[config.mk]
export PLATFORM = sky130hd
export DESIGN_NAME = nav_sentence_formatter
export DESIGN_NICKNAME = d
export VERILOG_FILES = /design/src/core/nav_fmt_pkg.sv /design/src/core/nav_sentence_formatter.sv /design/src/core/nav_checksum.sv /design/src/core/nav_period_timer.sv
export SDC_FILE = /design/constraint.sdc
export NUM_CORES = 1
export LEC_CHECK = 0
export BUFFER_PORTS_ARGS = -buffer_cell sky130_fd_sc_hd__buf_2
export CAP_MARGIN = 10
export CELL_PAD_IN_SITES_DETAIL_PLACEMENT = 0
export CELL_PAD_IN_SITES_GLOBAL_PLACEMENT = 1
export CORE_MARGIN = 2
export CORE_UTILIZATION = 54
export DETAILED_ROUTE_END_ITERATION = 10
export PLACE_DENSITY = 0.86
export RECOVER_POWER = 25
export SYNTH_ARGS = -nofsm -noshare
export SYNTH_HDL_FRONTEND = slang
export SYNTH_SLANG_ARGS = --single-unit
export TNS_END_PERCENT = 1
[constraint.sdc]
create_clock -name clock -period 10.4 [get_ports clock]
set_input_delay 1.04 -clock clock [delete_from_list [all_inputs] [get_ports clock]]
set_output_delay 1.04 -clock clock [all_outputs]
set_load 0.05 [all_outputs]
[src/core/nav_fmt_pkg.sv]
// Purpose: shared constants and carriers for the navigation sentence formatter
// Assumes: 200 MHz clock, APB with 8-bit byte address and 32-bit data
// Notes:   numeric fields are held in BCD, sign in bit 20 of signed fields
package nav_fmt_pkg;

	localparam logic [63:0] CLK_HZ         = 64'h0BEBC200;
	localparam logic [63:0] RATE_HZ        = 64'hA;
	localparam logic [63:0] RATE_CYCLES    = CLK_HZ / RATE_HZ;
	localparam logic [63:0] TRAIN_TIME_MIN = 64'h3;
	localparam logic [63:0] TRAIN_CYCLES   = TRAIN_TIME_MIN * 64'h3C * CLK_HZ;
	localparam int unsigned RATE_W         = 25;
	localparam int unsigned TRAIN_W        = 36;

	localparam logic [7:0] OFF_CTRL    = 8'h00;
	localparam logic [7:0] OFF_STATUS  = 8'h04;
	localparam logic [7:0] OFF_FIX     = 8'h08;
	localparam logic [7:0] OFF_SV_MASK = 8'h0C;
	localparam logic [7:0] OFF_SV0     = 8'h10;
	localparam logic [7:0] OFF_SV1     = 8'h14;
	localparam logic [7:0] OFF_SV2     = 8'h18;
	localparam logic [7:0] OFF_DOP_PH  = 8'h1C;
	localparam logic [7:0] OFF_DOP_V   = 8'h20;
	localparam logic [7:0] OFF_UTC     = 8'h24;
	localparam logic [7:0] OFF_SPEED   = 8'h28;
	localparam logic [7:0] OFF_ACC_X   = 8'h2C;
	localparam logic [7:0] OFF_ACC_Y   = 8'h30;
	localparam logic [7:0] OFF_ACC_Z   = 8'h34;
	localparam logic [7:0] OFF_YAW     = 8'h38;
	localparam logic [7:0] OFF_FLAGS   = 8'h3C;

	localparam int unsigned CTRL_GSA_GO   = 0;
	localparam int unsigned CTRL_MANUAL   = 1;
	localparam int unsigned CTRL_SPEED_EN = 2;
	localparam int unsigned STAT_BUSY     = 2;
	localparam logic [31:0] REG_RST       = 32'h0;
	localparam logic [1:0]  SOL_INVALID   = 2'h0;
	localparam logic [1:0]  SOL_CONVERGE  = 2'h1;
	localparam logic [1:0]  SOL_VALID     = 2'h2;

	localparam logic [7:0]  CH_COMMA = 8'h2C;
	localparam logic [7:0]  CH_DOT   = 8'h2E;
	localparam logic [7:0]  CH_MINUS = 8'h2D;
	localparam logic [7:0]  CH_STAR  = 8'h2A;
	localparam logic [7:0]  CH_CR    = 8'h0D;
	localparam logic [7:0]  CH_LF    = 8'h0A;
	localparam logic [7:0]  CH_ZERO  = 8'h30;
	localparam logic [7:0]  CH_HEXA  = 8'h37;
	localparam logic [7:0]  CH_M     = 8'h4D;
	localparam logic [7:0]  CH_A     = 8'h41;
	localparam logic [7:0]  CH_G     = 8'h47;
	localparam logic [7:0]  CH_S     = 8'h53;
	localparam logic [55:0] GSA_HDR  = 56'h24474E4753412C;
	localparam logic [55:0] SPD_HDR  = 56'h2453504545442C;
	localparam logic [4:0]  SEG_TAIL_GSA = 5'h12;
	localparam logic [4:0]  SEG_TAIL_SPD = 5'h0E;

	typedef enum logic [1:0] {FSM_IDLE = 2'b00, FSM_GEN = 2'b01, FSM_WAIT = 2'b10} fsm_e;

	typedef struct packed {
		logic        psel;
		logic        penable;
		logic        pwrite;
		logic [7:0]  paddr;
		logic [31:0] pwdata;
	} apb_req_s;

	typedef struct packed {
		logic [31:0] prdata;
		logic        pready;
		logic        pslverr;
	} apb_rsp_s;

	typedef struct packed {
		logic       valid;
		logic [7:0] data;
	} tx_s;

	typedef struct packed {
		logic       last;
		logic       skip;
		logic [7:0] ch;
	} gen_s;

	typedef struct packed {
		logic [7:0] sum;
	} cs_state_s;

	typedef struct packed {
		fsm_e        fsm;
		logic        spd;
		logic        fin;
		logic [4:0]  seg;
		logic [3:0]  pos;
		tx_s         tx;
		logic        gsa_pend;
		logic        spd_pend;
		logic        started;
		logic [1:0]  sol;
		logic        manual;
		logic        speed_en;
		logic [1:0]  fix;
		logic [11:0] sv_mask;
		logic [95:0] sv_ids;
		logic [15:0] pdop;
		logic [15:0] hdop;
		logic [15:0] vdop;
		logic [31:0] utc;
		logic [15:0] speed;
		logic [20:0] acc_x;
		logic [20:0] acc_y;
		logic [20:0] acc_z;
		logic [20:0] yaw;
		logic [23:0] flags;
		apb_rsp_s    rsp;
	} fmt_state_s;

endpackage

[src/core/nav_sentence_formatter.sv]
// Purpose: emits satellite-status and motion text sentences as a byte stream
// Assumes: nav inputs and tx_ready come from logic on the same clock
// Notes:   fields are read live from registers while a sentence is sent
//
// Implementation choices: the APB register port and the address map.
`timescale 1ns/1ps
module nav_sentence_formatter
#(
	parameter logic [63:0] RATE_CYCLES  = nav_fmt_pkg::RATE_CYCLES,
	parameter logic [63:0] TRAIN_CYCLES = nav_fmt_pkg::TRAIN_CYCLES
)
(
	input  wire logic                  clock,
	input  wire logic                  rstn,
	input  wire nav_fmt_pkg::apb_req_s apb_in,
	output nav_fmt_pkg::apb_rsp_s      apb_out,
	input  wire logic                  tx_ready,
	output nav_fmt_pkg::tx_s           tx_out,
	input  wire logic                  angle_strap,
	input  wire logic                  angle_found,
	input  wire logic                  driving,
	output logic [1:0]                 sol_status
);
	nav_fmt_pkg::fmt_state_s s;
	nav_fmt_pkg::fmt_state_s next_s;
	nav_fmt_pkg::gen_s       g;
	logic                    cs_en;
	logic [7:0]              cs_sum;
	logic                    rate_tick;
	logic                    train_tick;
	logic [4:0]              tail_seg;
	logic [3:0]              slot;
	logic [7:0]              sv_id;
	logic [20:0]             gated;
	logic                    setup;
	logic                    wr;
	logic                    legal;
	logic [31:0]             rd;

	function automatic logic [7:0] dg(input logic [3:0] b);
		return nav_fmt_pkg::CH_ZERO + {4'h0, b};
	endfunction

	function automatic logic [7:0] hx(input logic [3:0] b);
		return (b < 4'hA) ? dg(b) : nav_fmt_pkg::CH_HEXA + {4'h0, b};
	endfunction

	function automatic nav_fmt_pkg::gen_s lit2(input logic [7:0] c, input logic [3:0] pos);
		nav_fmt_pkg::gen_s r;
		r.ch = (pos == 4'h0) ? c : nav_fmt_pkg::CH_COMMA;
		r.skip = 1'b0;
		r.last = (pos != 4'h0);
		return r;
	endfunction

	function automatic nav_fmt_pkg::gen_s hdr(input logic [55:0] h, input logic [3:0] pos);
		nav_fmt_pkg::gen_s r;
		r.ch = 8'(h >> (8 * (6 - 32'(pos))));
		r.skip = 1'b0;
		r.last = (pos == 4'h6);
		return r;
	endfunction

	// sign, up to three integer digits with zero suppression, two decimals
	function automatic nav_fmt_pkg::gen_s num(input logic [20:0] v, input logic [3:0] pos,
		input logic comma);
		nav_fmt_pkg::gen_s r;
		r = '{last: 1'b0, skip: 1'b0, ch: nav_fmt_pkg::CH_COMMA};
		case (pos)
			4'h0:
			begin
				r.ch = nav_fmt_pkg::CH_MINUS;
				r.skip = !v[20];
			end
			4'h1:
			begin
				r.ch = dg(v[19:16]);
				r.skip = (v[19:16] == 4'h0);
			end
			4'h2:
			begin
				r.ch = dg(v[15:12]);
				r.skip = (v[19:12] == 8'h00);
			end
			4'h3: r.ch = dg(v[11:8]);
			4'h4: r.ch = nav_fmt_pkg::CH_DOT;
			4'h5: r.ch = dg(v[7:4]);
			4'h6:
			begin
				r.ch = dg(v[3:0]);
				r.last = !comma;
			end
			default: r.last = 1'b1;
		endcase
		return r;
	endfunction

	function automatic nav_fmt_pkg::gen_s tail(input logic [3:0] pos, input logic [7:0] sum);
		nav_fmt_pkg::gen_s r;
		r = '{last: 1'b0, skip: 1'b0, ch: nav_fmt_pkg::CH_STAR};
		case (pos)
			4'h1: r.ch = hx(sum[7:4]);
			4'h2: r.ch = hx(sum[3:0]);
			4'h3: r.ch = nav_fmt_pkg::CH_CR;
			4'h4:
			begin
				r.ch = nav_fmt_pkg::CH_LF;
				r.last = 1'b1;
			end
			default: r.ch = nav_fmt_pkg::CH_STAR;
		endcase
		return r;
	endfunction

	nav_checksum u_checksum
	(
		.clock (clock),
		.rstn  (rstn),
		.clear (s.fsm == nav_fmt_pkg::FSM_IDLE),
		.en    (cs_en),
		.data  (g.ch),
		.sum   (cs_sum)
	);

	nav_period_timer #(.W(nav_fmt_pkg::RATE_W), .COUNT(RATE_CYCLES)) u_rate
	(
		.clock (clock),
		.rstn  (rstn),
		.run   (s.speed_en),
		.clear (!s.speed_en),
		.tick  (rate_tick)
	);

	nav_period_timer #(.W(nav_fmt_pkg::TRAIN_W), .COUNT(TRAIN_CYCLES)) u_train
	(
		.clock (clock),
		.rstn  (rstn),
		.run   (driving && s.sol == nav_fmt_pkg::SOL_CONVERGE),
		.clear (s.sol != nav_fmt_pkg::SOL_CONVERGE),
		.tick  (train_tick)
	);

	// character generator for the current segment and position
	always_comb
	begin
		tail_seg = s.spd ? nav_fmt_pkg::SEG_TAIL_SPD : nav_fmt_pkg::SEG_TAIL_GSA;
		slot = 4'(s.seg - 5'h03);
		sv_id = s.sv_ids[8 * slot +: 8];
		gated = 21'h0;
		g = '{last: 1'b1, skip: 1'b0, ch: nav_fmt_pkg::CH_COMMA};
		if (s.seg == tail_seg)
			g = tail(s.pos, cs_sum);
		else if (!s.spd)
		begin
			if (s.seg == 5'h00)
				g = hdr(nav_fmt_pkg::GSA_HDR, s.pos);
			else if (s.seg == 5'h01)
				g = lit2(s.manual ? nav_fmt_pkg::CH_M : nav_fmt_pkg::CH_A, s.pos);
			else if (s.seg == 5'h02)
				g = lit2(dg({2'b00, (s.fix == 2'h3) ? 2'h3 : s.fix + 2'h1}), s.pos);
			else if (s.seg <= 5'h0E)
			begin
				g.ch = (s.pos == 4'h0) ? dg(sv_id[7:4]) : dg(sv_id[3:0]);
				g.skip = !s.sv_mask[slot] && s.pos != 4'h2;
				g.last = (s.pos == 4'h2);
				if (s.pos == 4'h2)
					g.ch = nav_fmt_pkg::CH_COMMA;
			end
			else if (s.seg == 5'h0F)
				g = num({5'h00, s.pdop}, s.pos, 1'b1);
			else if (s.seg == 5'h10)
				g = num({5'h00, s.hdop}, s.pos, 1'b1);
			else
				g = num({5'h00, s.vdop}, s.pos, 1'b0);
		end
		else
		begin
			// angle not known yet: sensor axes cannot be rotated, report zero
			case (s.seg)
				5'h05: gated = s.acc_x;
				5'h06: gated = s.acc_y;
				5'h07: gated = s.acc_z;
				default: gated = s.yaw;
			endcase
			if (s.sol == nav_fmt_pkg::SOL_INVALID)
				gated = 21'h0;
			case (s.seg)
				5'h00: g = hdr(nav_fmt_pkg::SPD_HDR, s.pos);
				5'h01:
				begin
					g.last = (s.pos == 4'h9);
					g.ch = dg(4'(s.utc >> (28 - 4 * ((s.pos > 4'h6) ? 32'(s.pos) - 1 : 32'(s.pos)))));
					if (s.pos == 4'h6)
						g.ch = nav_fmt_pkg::CH_DOT;
					if (s.pos == 4'h9)
						g.ch = nav_fmt_pkg::CH_COMMA;
				end
				5'h02: g = num({5'h00, s.speed}, s.pos, 1'b1);
				5'h03: g = lit2(dg({2'b00, s.sol}), s.pos);
				5'h04: g = lit2(nav_fmt_pkg::CH_A, s.pos);
				5'h08: g = lit2(nav_fmt_pkg::CH_G, s.pos);
				5'h0A: g = lit2(nav_fmt_pkg::CH_S, s.pos);
				5'h0B: g = lit2(dg(s.flags[23:20]), s.pos);
				5'h0C: g = lit2(dg(s.flags[19:16]), s.pos);
				5'h0D:
				begin
					g.last = (s.pos == 4'h4);
					g.ch = dg(4'(s.flags[15:0] >> (12 - 4 * ((s.pos > 4'h1) ? 32'(s.pos) - 1 : 0))));
					if (s.pos == 4'h1)
						g.ch = nav_fmt_pkg::CH_DOT;
				end
				5'h09: g = num(gated, s.pos, 1'b1);
				default: g = num(gated, s.pos, 1'b1);
			endcase
		end
	end

	// apb decode: zero wait state, answered one cycle after setup
	always_comb
	begin
		setup = apb_in.psel && !apb_in.penable;
		wr = apb_in.psel && apb_in.penable && s.rsp.pready && apb_in.pwrite && !s.rsp.pslverr;
		legal = (apb_in.paddr[1:0] == 2'b00) && (apb_in.paddr <= nav_fmt_pkg::OFF_FLAGS);
		case (apb_in.paddr)
			nav_fmt_pkg::OFF_CTRL:    rd = {29'h0, s.speed_en, s.manual, 1'b0};
			nav_fmt_pkg::OFF_STATUS:  rd = {29'h0, s.fsm != nav_fmt_pkg::FSM_IDLE, s.sol};
			nav_fmt_pkg::OFF_FIX:     rd = {30'h0, s.fix};
			nav_fmt_pkg::OFF_SV_MASK: rd = {20'h0, s.sv_mask};
			nav_fmt_pkg::OFF_SV0:     rd = s.sv_ids[31:0];
			nav_fmt_pkg::OFF_SV1:     rd = s.sv_ids[63:32];
			nav_fmt_pkg::OFF_SV2:     rd = s.sv_ids[95:64];
			nav_fmt_pkg::OFF_DOP_PH:  rd = {s.hdop, s.pdop};
			nav_fmt_pkg::OFF_DOP_V:   rd = {16'h0, s.vdop};
			nav_fmt_pkg::OFF_UTC:     rd = s.utc;
			nav_fmt_pkg::OFF_SPEED:   rd = {16'h0, s.speed};
			nav_fmt_pkg::OFF_ACC_X:   rd = {s.acc_x[20], 11'h0, s.acc_x[19:0]};
			nav_fmt_pkg::OFF_ACC_Y:   rd = {s.acc_y[20], 11'h0, s.acc_y[19:0]};
			nav_fmt_pkg::OFF_ACC_Z:   rd = {s.acc_z[20], 11'h0, s.acc_z[19:0]};
			nav_fmt_pkg::OFF_YAW:     rd = {s.yaw[20], 11'h0, s.yaw[19:0]};
			nav_fmt_pkg::OFF_FLAGS:   rd = {8'h0, s.flags};
			default:                  rd = nav_fmt_pkg::REG_RST;
		endcase
	end

	always_comb
	begin
		next_s = s;
		cs_en = 1'b0;
		next_s.rsp.pready = setup;
		if (setup)
		begin
			next_s.rsp.prdata = legal ? rd : nav_fmt_pkg::REG_RST;
			next_s.rsp.pslverr = !legal;
		end
		// strap is caught on the first clocked cycle after reset release
		if (!s.started)
		begin
			next_s.started = 1'b1;
			next_s.sol = angle_strap ? nav_fmt_pkg::SOL_CONVERGE : nav_fmt_pkg::SOL_INVALID;
		end
		else if (s.sol == nav_fmt_pkg::SOL_INVALID && angle_found)
			next_s.sol = nav_fmt_pkg::SOL_CONVERGE;
		else if (s.sol == nav_fmt_pkg::SOL_CONVERGE && train_tick)
			next_s.sol = nav_fmt_pkg::SOL_VALID;
		unique case (s.fsm)
			nav_fmt_pkg::FSM_IDLE:
			begin
				// motion sentence first so its fixed rate is kept
				if (s.spd_pend || s.gsa_pend)
				begin
					next_s.spd = s.spd_pend;
					if (s.spd_pend)
						next_s.spd_pend = 1'b0;
					else
						next_s.gsa_pend = 1'b0;
					next_s.seg = 5'h00;
					next_s.pos = 4'h0;
					next_s.fin = 1'b0;
					next_s.fsm = nav_fmt_pkg::FSM_GEN;
				end
			end
			nav_fmt_pkg::FSM_GEN:
			begin
				if (!g.skip)
				begin
					next_s.tx.data = g.ch;
					next_s.tx.valid = 1'b1;
					next_s.fsm = nav_fmt_pkg::FSM_WAIT;
					cs_en = (s.seg != tail_seg) && !(s.seg == 5'h00 && s.pos == 4'h0);
				end
				if (g.last && s.seg == tail_seg)
					next_s.fin = 1'b1;
				else if (g.last)
				begin
					next_s.seg = s.seg + 5'h01;
					next_s.pos = 4'h0;
				end
				else
					next_s.pos = s.pos + 4'h1;
			end
			nav_fmt_pkg::FSM_WAIT:
			begin
				if (tx_ready)
				begin
					next_s.tx.valid = 1'b0;
					next_s.fsm = s.fin ? nav_fmt_pkg::FSM_IDLE : nav_fmt_pkg::FSM_GEN;
				end
			end
			default: next_s.fsm = nav_fmt_pkg::FSM_IDLE;
		endcase
		// set wins over the clear taken above
		if (rate_tick)
			next_s.spd_pend = 1'b1;
		if (wr)
		begin
			case (apb_in.paddr)
				nav_fmt_pkg::OFF_CTRL:
				begin
					if (apb_in.pwdata[nav_fmt_pkg::CTRL_GSA_GO])
						next_s.gsa_pend = 1'b1;
					next_s.manual = apb_in.pwdata[nav_fmt_pkg::CTRL_MANUAL];
					next_s.speed_en = apb_in.pwdata[nav_fmt_pkg::CTRL_SPEED_EN];
				end
				nav_fmt_pkg::OFF_FIX:     next_s.fix = apb_in.pwdata[1:0];
				nav_fmt_pkg::OFF_SV_MASK: next_s.sv_mask = apb_in.pwdata[11:0];
				nav_fmt_pkg::OFF_SV0:     next_s.sv_ids[31:0] = apb_in.pwdata;
				nav_fmt_pkg::OFF_SV1:     next_s.sv_ids[63:32] = apb_in.pwdata;
				nav_fmt_pkg::OFF_SV2:     next_s.sv_ids[95:64] = apb_in.pwdata;
				nav_fmt_pkg::OFF_DOP_PH:  {next_s.hdop, next_s.pdop} = apb_in.pwdata;
				nav_fmt_pkg::OFF_DOP_V:   next_s.vdop = apb_in.pwdata[15:0];
				nav_fmt_pkg::OFF_UTC:     next_s.utc = apb_in.pwdata;
				nav_fmt_pkg::OFF_SPEED:   next_s.speed = apb_in.pwdata[15:0];
				nav_fmt_pkg::OFF_ACC_X:   next_s.acc_x = {apb_in.pwdata[31], apb_in.pwdata[19:0]};
				nav_fmt_pkg::OFF_ACC_Y:   next_s.acc_y = {apb_in.pwdata[31], apb_in.pwdata[19:0]};
				nav_fmt_pkg::OFF_ACC_Z:   next_s.acc_z = {apb_in.pwdata[31], apb_in.pwdata[19:0]};
				nav_fmt_pkg::OFF_YAW:     next_s.yaw = {apb_in.pwdata[31], apb_in.pwdata[19:0]};
				nav_fmt_pkg::OFF_FLAGS:   next_s.flags = apb_in.pwdata[23:0];
				default:                  next_s.flags = s.flags;
			endcase
		end
	end

	always_ff @(posedge clock or negedge rstn)
	begin
		if (!rstn)
			s <= '0;
		else
			s <= next_s;
	end

	assign apb_out = s.rsp;
	assign tx_out = s.tx;
	assign sol_status = s.sol;

	logic gen_now;
	assign gen_now = s.fsm == nav_fmt_pkg::FSM_GEN;
endmodule // nav_sentence_formatter

[src/core/nav_checksum.sv]
// Purpose: running xor checksum over the characters of one sentence
// Assumes: clear and en never both high in one cycle
// Notes:   sum is the xor of every byte accepted since the last clear
`timescale 1ns/1ps
module nav_checksum
(
	input  wire logic       clock,
	input  wire logic       rstn,
	input  wire logic       clear,
	input  wire logic       en,
	input  wire logic [7:0] data,
	output logic      [7:0] sum
);
	nav_fmt_pkg::cs_state_s s;
	nav_fmt_pkg::cs_state_s next_s;

	always_comb
	begin
		next_s = s;
		if (clear)
			next_s.sum = 8'h00;
		else if (en)
			next_s.sum = s.sum ^ data;
	end

	always_ff @(posedge clock or negedge rstn)
	begin
		if (!rstn)
			s <= '0;
		else
			s <= next_s;
	end

	assign sum = s.sum;
endmodule // nav_checksum

[src/core/nav_period_timer.sv]
// Purpose: counts cycles while run is high and pulses tick every COUNT cycles
// Assumes: COUNT at least 1 and below two to the W
// Notes:   clear restarts the count; tick is registered
`timescale 1ns/1ps
module nav_period_timer
#(
	parameter int unsigned W     = 25,
	parameter logic [63:0] COUNT = 64'h1
)
(
	input  wire logic clock,
	input  wire logic rstn,
	input  wire logic run,
	input  wire logic clear,
	output logic      tick
);
	typedef struct packed {
		logic [W-1:0] cnt;
		logic         tick;
	} tmr_state_s;

	tmr_state_s s;
	tmr_state_s next_s;

	always_comb
	begin
		next_s = s;
		next_s.tick = 1'b0;
		if (clear)
			next_s.cnt = '0;
		else if (run)
		begin
			if (s.cnt == W'(COUNT - 64'h1))
			begin
				next_s.cnt = '0;
				next_s.tick = 1'b1;
			end
			else
				next_s.cnt = s.cnt + W'(1);
		end
	end

	always_ff @(posedge clock or negedge rstn)
	begin
		if (!rstn)
			s <= '0;
		else
			s <= next_s;
	end

	assign tick = s.tick;
endmodule // nav_period_timer

# Word-level counts from Yosys, hierarchy flattened
# Index checks and enable logic that the tools add are counted.
# W data, S select, Z words.
[op_classes]
reduce_logical = 68
muxes = 90
add_sub_neg = 43
n_shift = 5
magnitude_cmp = 7
bitwise_logic = 2
n_eq_ne = 53
[ops]
columns = ["op", "count"]
rows = [
  ["$pmux W32 S16", 1],
  ["$pmux W7 S7", 5],
  ["$add A6 B4 Y7 const A", 31],
  ["$shr A54 B32 Y8 const A", 2],
  ["$mux W7", 14],
  ["$shiftx A96 B8 Y8", 1],
  ["$mux W10", 8],
  ["$pmux W8 S10", 1],
  ["$mux W36", 2],
  ["$eq A8 B6 Y1 const B", 8],
  ["$mux W21", 3],
  ["$pmux W21 S3", 1],
  ["$mux W30", 2],
  ["$mux W25", 2],
  ["$mux W37", 1],
  ["$add A36 B1 Y36 const B", 1],
  ["$eq A36 B36 Y1 const B", 1],
  ["$reduce_and A2 Y1", 18],
  ["$eq A8 B5 Y1 const B", 4],
  ["$mux W32", 1],
  ["$shr A16 B32 Y4", 1],
  ["$shr A32 B32 Y4", 1],
  ["$sub A4 B32 Y32 const A", 1],
  ["$sub A5 B32 Y32 const A", 1],
  ["65 further kinds", 157],
]
[totals]
output_inout_bits = 45
input_bits = 49
register_bits = 448
word_cells = 304

# Logic depth before layout (Yosys ltp)
[depth]
ltp_word = 15
ltp_mapped = 18
depth_no_buf = 15

# Cells and area by module
# From an unflattened synthesis, not the netlist that was laid out.
[hier_totals]
hier_cells = 2323
hier_area_um2 = 24965.2
[modules_own_cells]
columns = ["module", "cells_each", "instances", "area_each_um2", "seq_area_each_um2"]
rows = [
  ["nav_sentence_formatter", 1868, 1, 20842.5, 9409.0],
  ["nav_period_timer at u_train", 258, 1, 2222.1, 925.9],
  ["nav_period_timer at u_rate", 162, 1, 1493.9, 650.6],
  ["nav_checksum", 35, 1, 406.6, 200.2],
]

# Least setup slack after synthesis
# Ideal clock, no wire load.
[synth_timing]
path_kind = "register -> register"
startpoint = "register s[368] (netlist name)"
endpoint = "register u_checksum.s (netlist bit u_checksum.sum[2])"
required_time_ns = 10.321
setup_slack_ns = 6.440
path_stages_with_launch = 15
t_arrival_ns = 3.881
period_less_slack_ns = 3.960
n_path_buf = 5
setup_ns = 0.079
path_cell_list = "dfrtp_1 -> clkbuf_1 -> buf_2 -> buf_2 -> inv_1 -> ha_1 -> clkbuf_1 -> buf_1 -> mux4_2 -> a21boi_0 -> or4_1 -> a41oi_1 -> o22ai_1 -> o211ai_1 -> mux2i_1"
[synth_via]
elab_chain_len = 14
word_cells_on_any_way = 62
cone_classes = "8 x add/sub; 1 x order compare; 16 x eq/ne; 1 x shift; 24 x mux; 1 x bitwise; 11 x reduce/logical"
[synth_rtl]
columns = ["element", "line_no", "source"]
rows = [
  ["start, declared", "nav_sentence_formatter.sv:24", "nav_fmt_pkg::fmt_state_s s;"],
  ["start signal, assigned", "nav_sentence_formatter.sv:348", "s <= next_s;"],
  ["$sub A4 B2 Y4", "nav_sentence_formatter.sv:147", "slot = 4'(s.seg - 5'h03);"],
  ["$shiftx A96 B8 Y8 / $bmux W1 S4 (equally long branches)", "nav_sentence_formatter.sv:148, nav_sentence_formatter.sv:164", ""],
  ["$add A6 B4 Y7 / $mux W1 (equally long branches)", "nav_sentence_formatter.sv:41, nav_sentence_formatter.sv:164", ""],
  ["$mux W7 / $logic_not A1 Y1 (equally long branches)", "nav_sentence_formatter.sv:163, nav_sentence_formatter.sv:164", ""],
  ["$mux W7 / $logic_and A1 B1 Y1 (equally long branches)", "nav_sentence_formatter.sv:166, nav_sentence_formatter.sv:164", ""],
  ["$mux W10", "nav_sentence_formatter.sv:161", "else if (s.seg <= 5'h0E)"],
  ["$mux W10", "nav_sentence_formatter.sv:159", "else if (s.seg == 5'h02)"],
  ["$mux W10", "nav_sentence_formatter.sv:157", "else if (s.seg == 5'h01)"],
  ["$mux W10", "nav_sentence_formatter.sv:155", "if (s.seg == 5'h00)"],
  ["$mux W10", "nav_sentence_formatter.sv:153", "else if (!s.spd)"],
  ["$mux W10", "nav_sentence_formatter.sv:151", "if (s.seg == tail_seg)"],
  ["$xor A8 B8 Y8 / $mux W1 (equally long branches)", "nav_checksum.sv:23, nav_sentence_formatter.sv:284", ""],
  ["$mux W8 / $mux W1 (equally long branches)", "nav_checksum.sv:22, nav_sentence_formatter.sv:265", ""],
  ["$mux W8 / $reduce_bool A2 Y1 (equally long branches)", "-", ""],
  ["end signal, assigned", "nav_checksum.sv:31", "s <= next_s;"],
  ["end, declared", "nav_checksum.sv:14", "nav_fmt_pkg::cs_state_s s;"],
]
# Several ways; a longest one is shown, not always the timed one. The select of a mux whose other input is x is not followed.
# A chain may end at the register's enable or synchronous reset.

# Worst setup path in the final report
[layout_timing]
startpoint = "register s[368] (netlist name)"
endpoint = "register u_checksum.s (netlist bit u_checksum.sum[0])"
# Same word-level chain as after synthesis.

==> parameters.txt <==
Parameter                              Value

Clock tree
  TritonCTS clock tree ... built
  Hold-fix buffer count after cts ... 0
  # H-tree levels ... 2
  Number of buffers created by CTS ... 48
  Number of buffers between clock root and the deepest sink ... 3
  Buffer cell driving the clock tree root ... clkbuf_16
  Number of sinks handled by clock tree synthesis ... roughly 450
  Buffers inserted during post-CTS setup optimization ... 0
  Resize count post-CTS ... 0
  Clock Latency Late Sink ... between 0.6 and 0.7 ns
  Clock-pin slew on the worst setup and hold paths ... 0.06 ns

Status
  Run status ... finished, violations left
  Violated checks ... capacitance limit, slew limit

GRT
  Via count of the first global-routing pass ... roughly 20000
  Largest net degree at the start of global routing ... roughly 120
  First-pass GRT wire length ... 143900 um
  Total GRT Usage ... a little over two fifths
  Initial antenna violation count ... 13
  Remaining Overflow, GRT ... 0

Synth
  Post-Syn Nets ... approximately 2400
  Post-synth ARST share ... between 90% and 100%
  Sequential share of the synthesized area ... between 40% and 50%
  Leading cell types by total area after synthesis ... dfrtp_1 (45%), mux2_2 (14%), nand2_1 (2.6%)
  Mean Syn Cell Area ... 10.68 sq um
  Cell accounting for the most synthesized area ... dfrtp_1
  Synth top area share ... a little under half
  Post-Synthesis Cell Area ... between 0.02 and 0.025 sq mm
  Yosys warning total ... 0
  Number of distinct library cell variants in the gate-level netlist after synthesis ... a little under 90
  EDFF count, synth ... 0
  Cells after Synth ... ~2300
  Synth Register Bits ... about 450
  Most frequently used flop master after synthesis ... dfrtp_1

Die
  Die height ... 217.2 um
  Number of top-level design ports ... 94
  Die X ... around 220 um
  Core area ... 0.04509 sq mm
  Std-Cell Rows ... 78
  Starting utilization of the core area ... 54.45%
  Die area ... roughly 0.047 sq mm

Layout
  Multi-input logic area ... around 0.012 sq mm
  Filler instances ... 3739
  Fraction of final layout cells sized beyond drive strength 1 ... 25.54%
  Net count, final ... 2346
  Sequential Area ... about 0.011 sq mm
  Number of cells in the finished layout apart from fillers ... about 2900
  Core Util, Final ... roughly 60%
  Area growth from synthesis to layout ... 9.611%

STA
  Finish-stage setup viols ... 0
  Final Max Slew Viols ... around 200
  Shortest period the worst path allows ... approximately 5.0 ns
  Least setup slack across all paths after layout ... between 5 and 6 ns
  Unrepaired setup endpoints after global routing ... false
  Count of endpoints failing hold in the final timing report ... 0
  Slew margin rel. ... -118.7%
  Worst Skew ... 0.02921 ns
  Share of the cycle needed by the critical path after routing ... 48.22%
  Setup_tns ... 0 ns
  Slew at the pin closest to its max-slew limit ... about 3.3 ns
  FMAX ... roughly 200 MHz

Hold path
  Path type of the worst min-delay path ... reg2reg
  Worst Hold End ... s[353]
  Number of cells traversed by the worst hold path ... 1
  Min-Delay Startpoint ... u_rate.tick

Place
  Port Buffers ... 92
  Number of placed instances, taps included ... 2830
  Final HPWL from detailed placement ... 70590 um
  Worst slack at placement ... approximately 5.5 ns
  Gpl congestion ... around 1.1

Critical path
  Req. time, crit path ... 10.87 ns
  Worst Path Max Fanout ... 30
  Capturing point of the worst reg2reg path ... u_checksum.sum[0]
  Worst Path Arrival ... about 5.5 ns
  Worst reg2reg path depth ... 10
  Register-to-register path setup slack ... 5.39 ns
  Endpoint type of the worst setup path ... flip-flop
  Critical path launch point type ... flip-flop
  Reg-to-reg critical path startpoint ... s[368]
  Worst setup path category ... reg2reg

Power
  Clock share of power ... 38.2%
  IR drop worst, VDD ... about 0.12 mV
  Flop pwr share ... between 30% and 40%
  Leak Pwr ... around 12 nW
  Internal power summed over all cells ... roughly 0.0031 W
  Switching share of power ... 33.44%
  Post-route total power ... 0.004665 W
  Total power per unit cell area ... ~170 mW/mm^2
  P_sw ... between 0.0015 and 0.002 W
  Comb power frac ... between 20% and 30%

Drt
  Starting DRC count in detailed routing ... between 3000 and 4000
  First-pass detailed-route iteration total ... 8
  Via count normalized by instance count ... between 7 and 8
  Post-Route WL ... approximately 100000 um
  Mean routed wirelength per cell ... 34.15 um
  Vias after detailed routing ... approximately 21000
  Total DRC errors in the routed layout ... 0
  Remaining antenna violation count after routing ... 0

Job
  Maximum capacitance violations ... 4
[state kept, by name, indices dropped and copies added (netlist names)]
| name | flops |
|---|---|
| sol_status | 2 |
| u_checksum.sum | 7 |
| u_rate.tick | 1 |
| apb_out | 34 |
| u_train.s | 36 |
| u_rate.s | 25 |
| s | 332 |
| tx_out | 8 |
| u_train.tick | 1 |
[layout by cell type (no fill, tap or decap), types with 12 or more instances in the layout]
cell type / instances
nor2_1: 110
o22ai_1: 13
mux4_2: 28
buf_4: 47
o21ai_0: 122
mux2i_1: 17
nor3_1: 18
nor2b_1: 25
nand2b_1: 16
a21oi_1: 70
dfrtp_1: 444
nand2_1: 168
clkbuf_16: 49
a211oi_1: 12
mux2_2: 308
xnor2_1: 14
nand3_1: 55
o31ai_1: 21
clkbuf_1: 17
and4b_1: 13
nand4_1: 27
xor2_1: 18
nor4_1: 19
a22o_1: 56
a22oi_1: 83
a21o_1: 20
ha_1: 16
a222oi_1: 34
a31oi_1: 21
and3_1: 25
a221oi_1: 49
a21boi_0: 18
buf_2: 90
inv_1: 28
and2_1: 14
[worst max-delay path by stage]
stage	start	to	slack (ns)	cells past startpoint
finish	s[368]	u_checksum.sum[0]	5.39	10
global route	s[368]	u_checksum.sum[0]	5.04	11
floorplan	s[368]	u_checksum.sum[2]	6.44	14
global placement	s[368]	u_checksum.sum[0]	5.70	11
CTS	s[368]	u_checksum.sum[0]	5.51	10
detailed placement	s[368]	u_checksum.sum[0]	5.52	10
[kinds of logic after synthesis]
family,Yosys count,share of synthesized area [%]
buffers and inverters,242,4.474
other,2,0.03059
muxes,355,17.51
DFF,446,45.46
and+or+nand+nor,575,12.04
xor gates and xnor gates,32,1.142
adders and majority gates,17,0.8561
AOI/OAI and AO/OA,629,18.49
[power by group through the flow]
stage                     sequential, W  clock (W)  combinational (W)
after floorplan                 0.00181          0           0.000688
after global placement          0.00181          0            0.00106
after detailed placement        0.00181          0            0.00106
after CTS                       0.00178    0.00178            0.00107
after global routing            0.00178    0.00186            0.00117
final                           0.00178    0.00178            0.00111
[per-layer routing]
layer  track usage, %  up-vias  share of wire (%)
met2            58.99     1688                 41
met4            24.16        8                7.0
met5                0        -              0.042
met3            14.12      404                 14
met1            57.21    10700                 38
li1                 -     8696                  -
[metrics by stage]
step / instance area [sq um] / hold WS, ns
floorplan: 24550 / 0.4044
CTS: 26880 / 0.4502
detailed placement: 25260 / 0.4435
global route: 26890 / 0.4657
finish: 26910 / 0.4404
global placement: 25250 / 0.4230
[cells in the mapped netlist (all sizes together), types with 13 or more instances]
| cell | count |
|---|---|
| a31oi | 21 |
| buf | 90 |
| a21oi | 70 |
| clkbuf | 122 |
| nand4 | 27 |
| nor2b | 25 |
| a221oi | 49 |
| mux2i | 17 |
| nand3 | 55 |
| nand2 | 169 |
| dfrtp | 446 |
| a22oi | 83 |
| nor4 | 19 |
| o31ai | 22 |
| a22o | 56 |
| o21ai | 127 |
| xnor2 | 14 |
| a21o | 20 |
| nor2 | 121 |
| xor2 | 18 |
| ha | 16 |
| and4b | 13 |
| and3 | 25 |
| mux4 | 28 |
| inv | 28 |
| a222oi | 34 |
| mux2 | 310 |
| nand2b | 16 |
| a21boi | 20 |
| and2 | 18 |
| nor3 | 19 |
| o22ai | 13 |
[layout make-up]
type	instances	share of cell area (%)
inverter	30	0.4184
tap	600	2.790
clock inverter	18	0.8601
timing repair buffer	145	3.227
clock buffer	69	5.170
sequential	446	41.48
antenna	9	0.08369
multi-input combinational	1610	45.97
[critical path, cell delays in order (launching register included)]
cell and delay (ns):
dfrtp_2 0.42, buf_4 0.50, ha_1 0.94, nor3_2 0.26, or2_0 0.49, a221o_1 0.41
a2111oi_0 0.57, o311ai_1 0.28, a32oi_2 0.67, nor4_1 0.14, mux2i_1 0.16
Note: power is estimated with default switching activity, not from simulation.
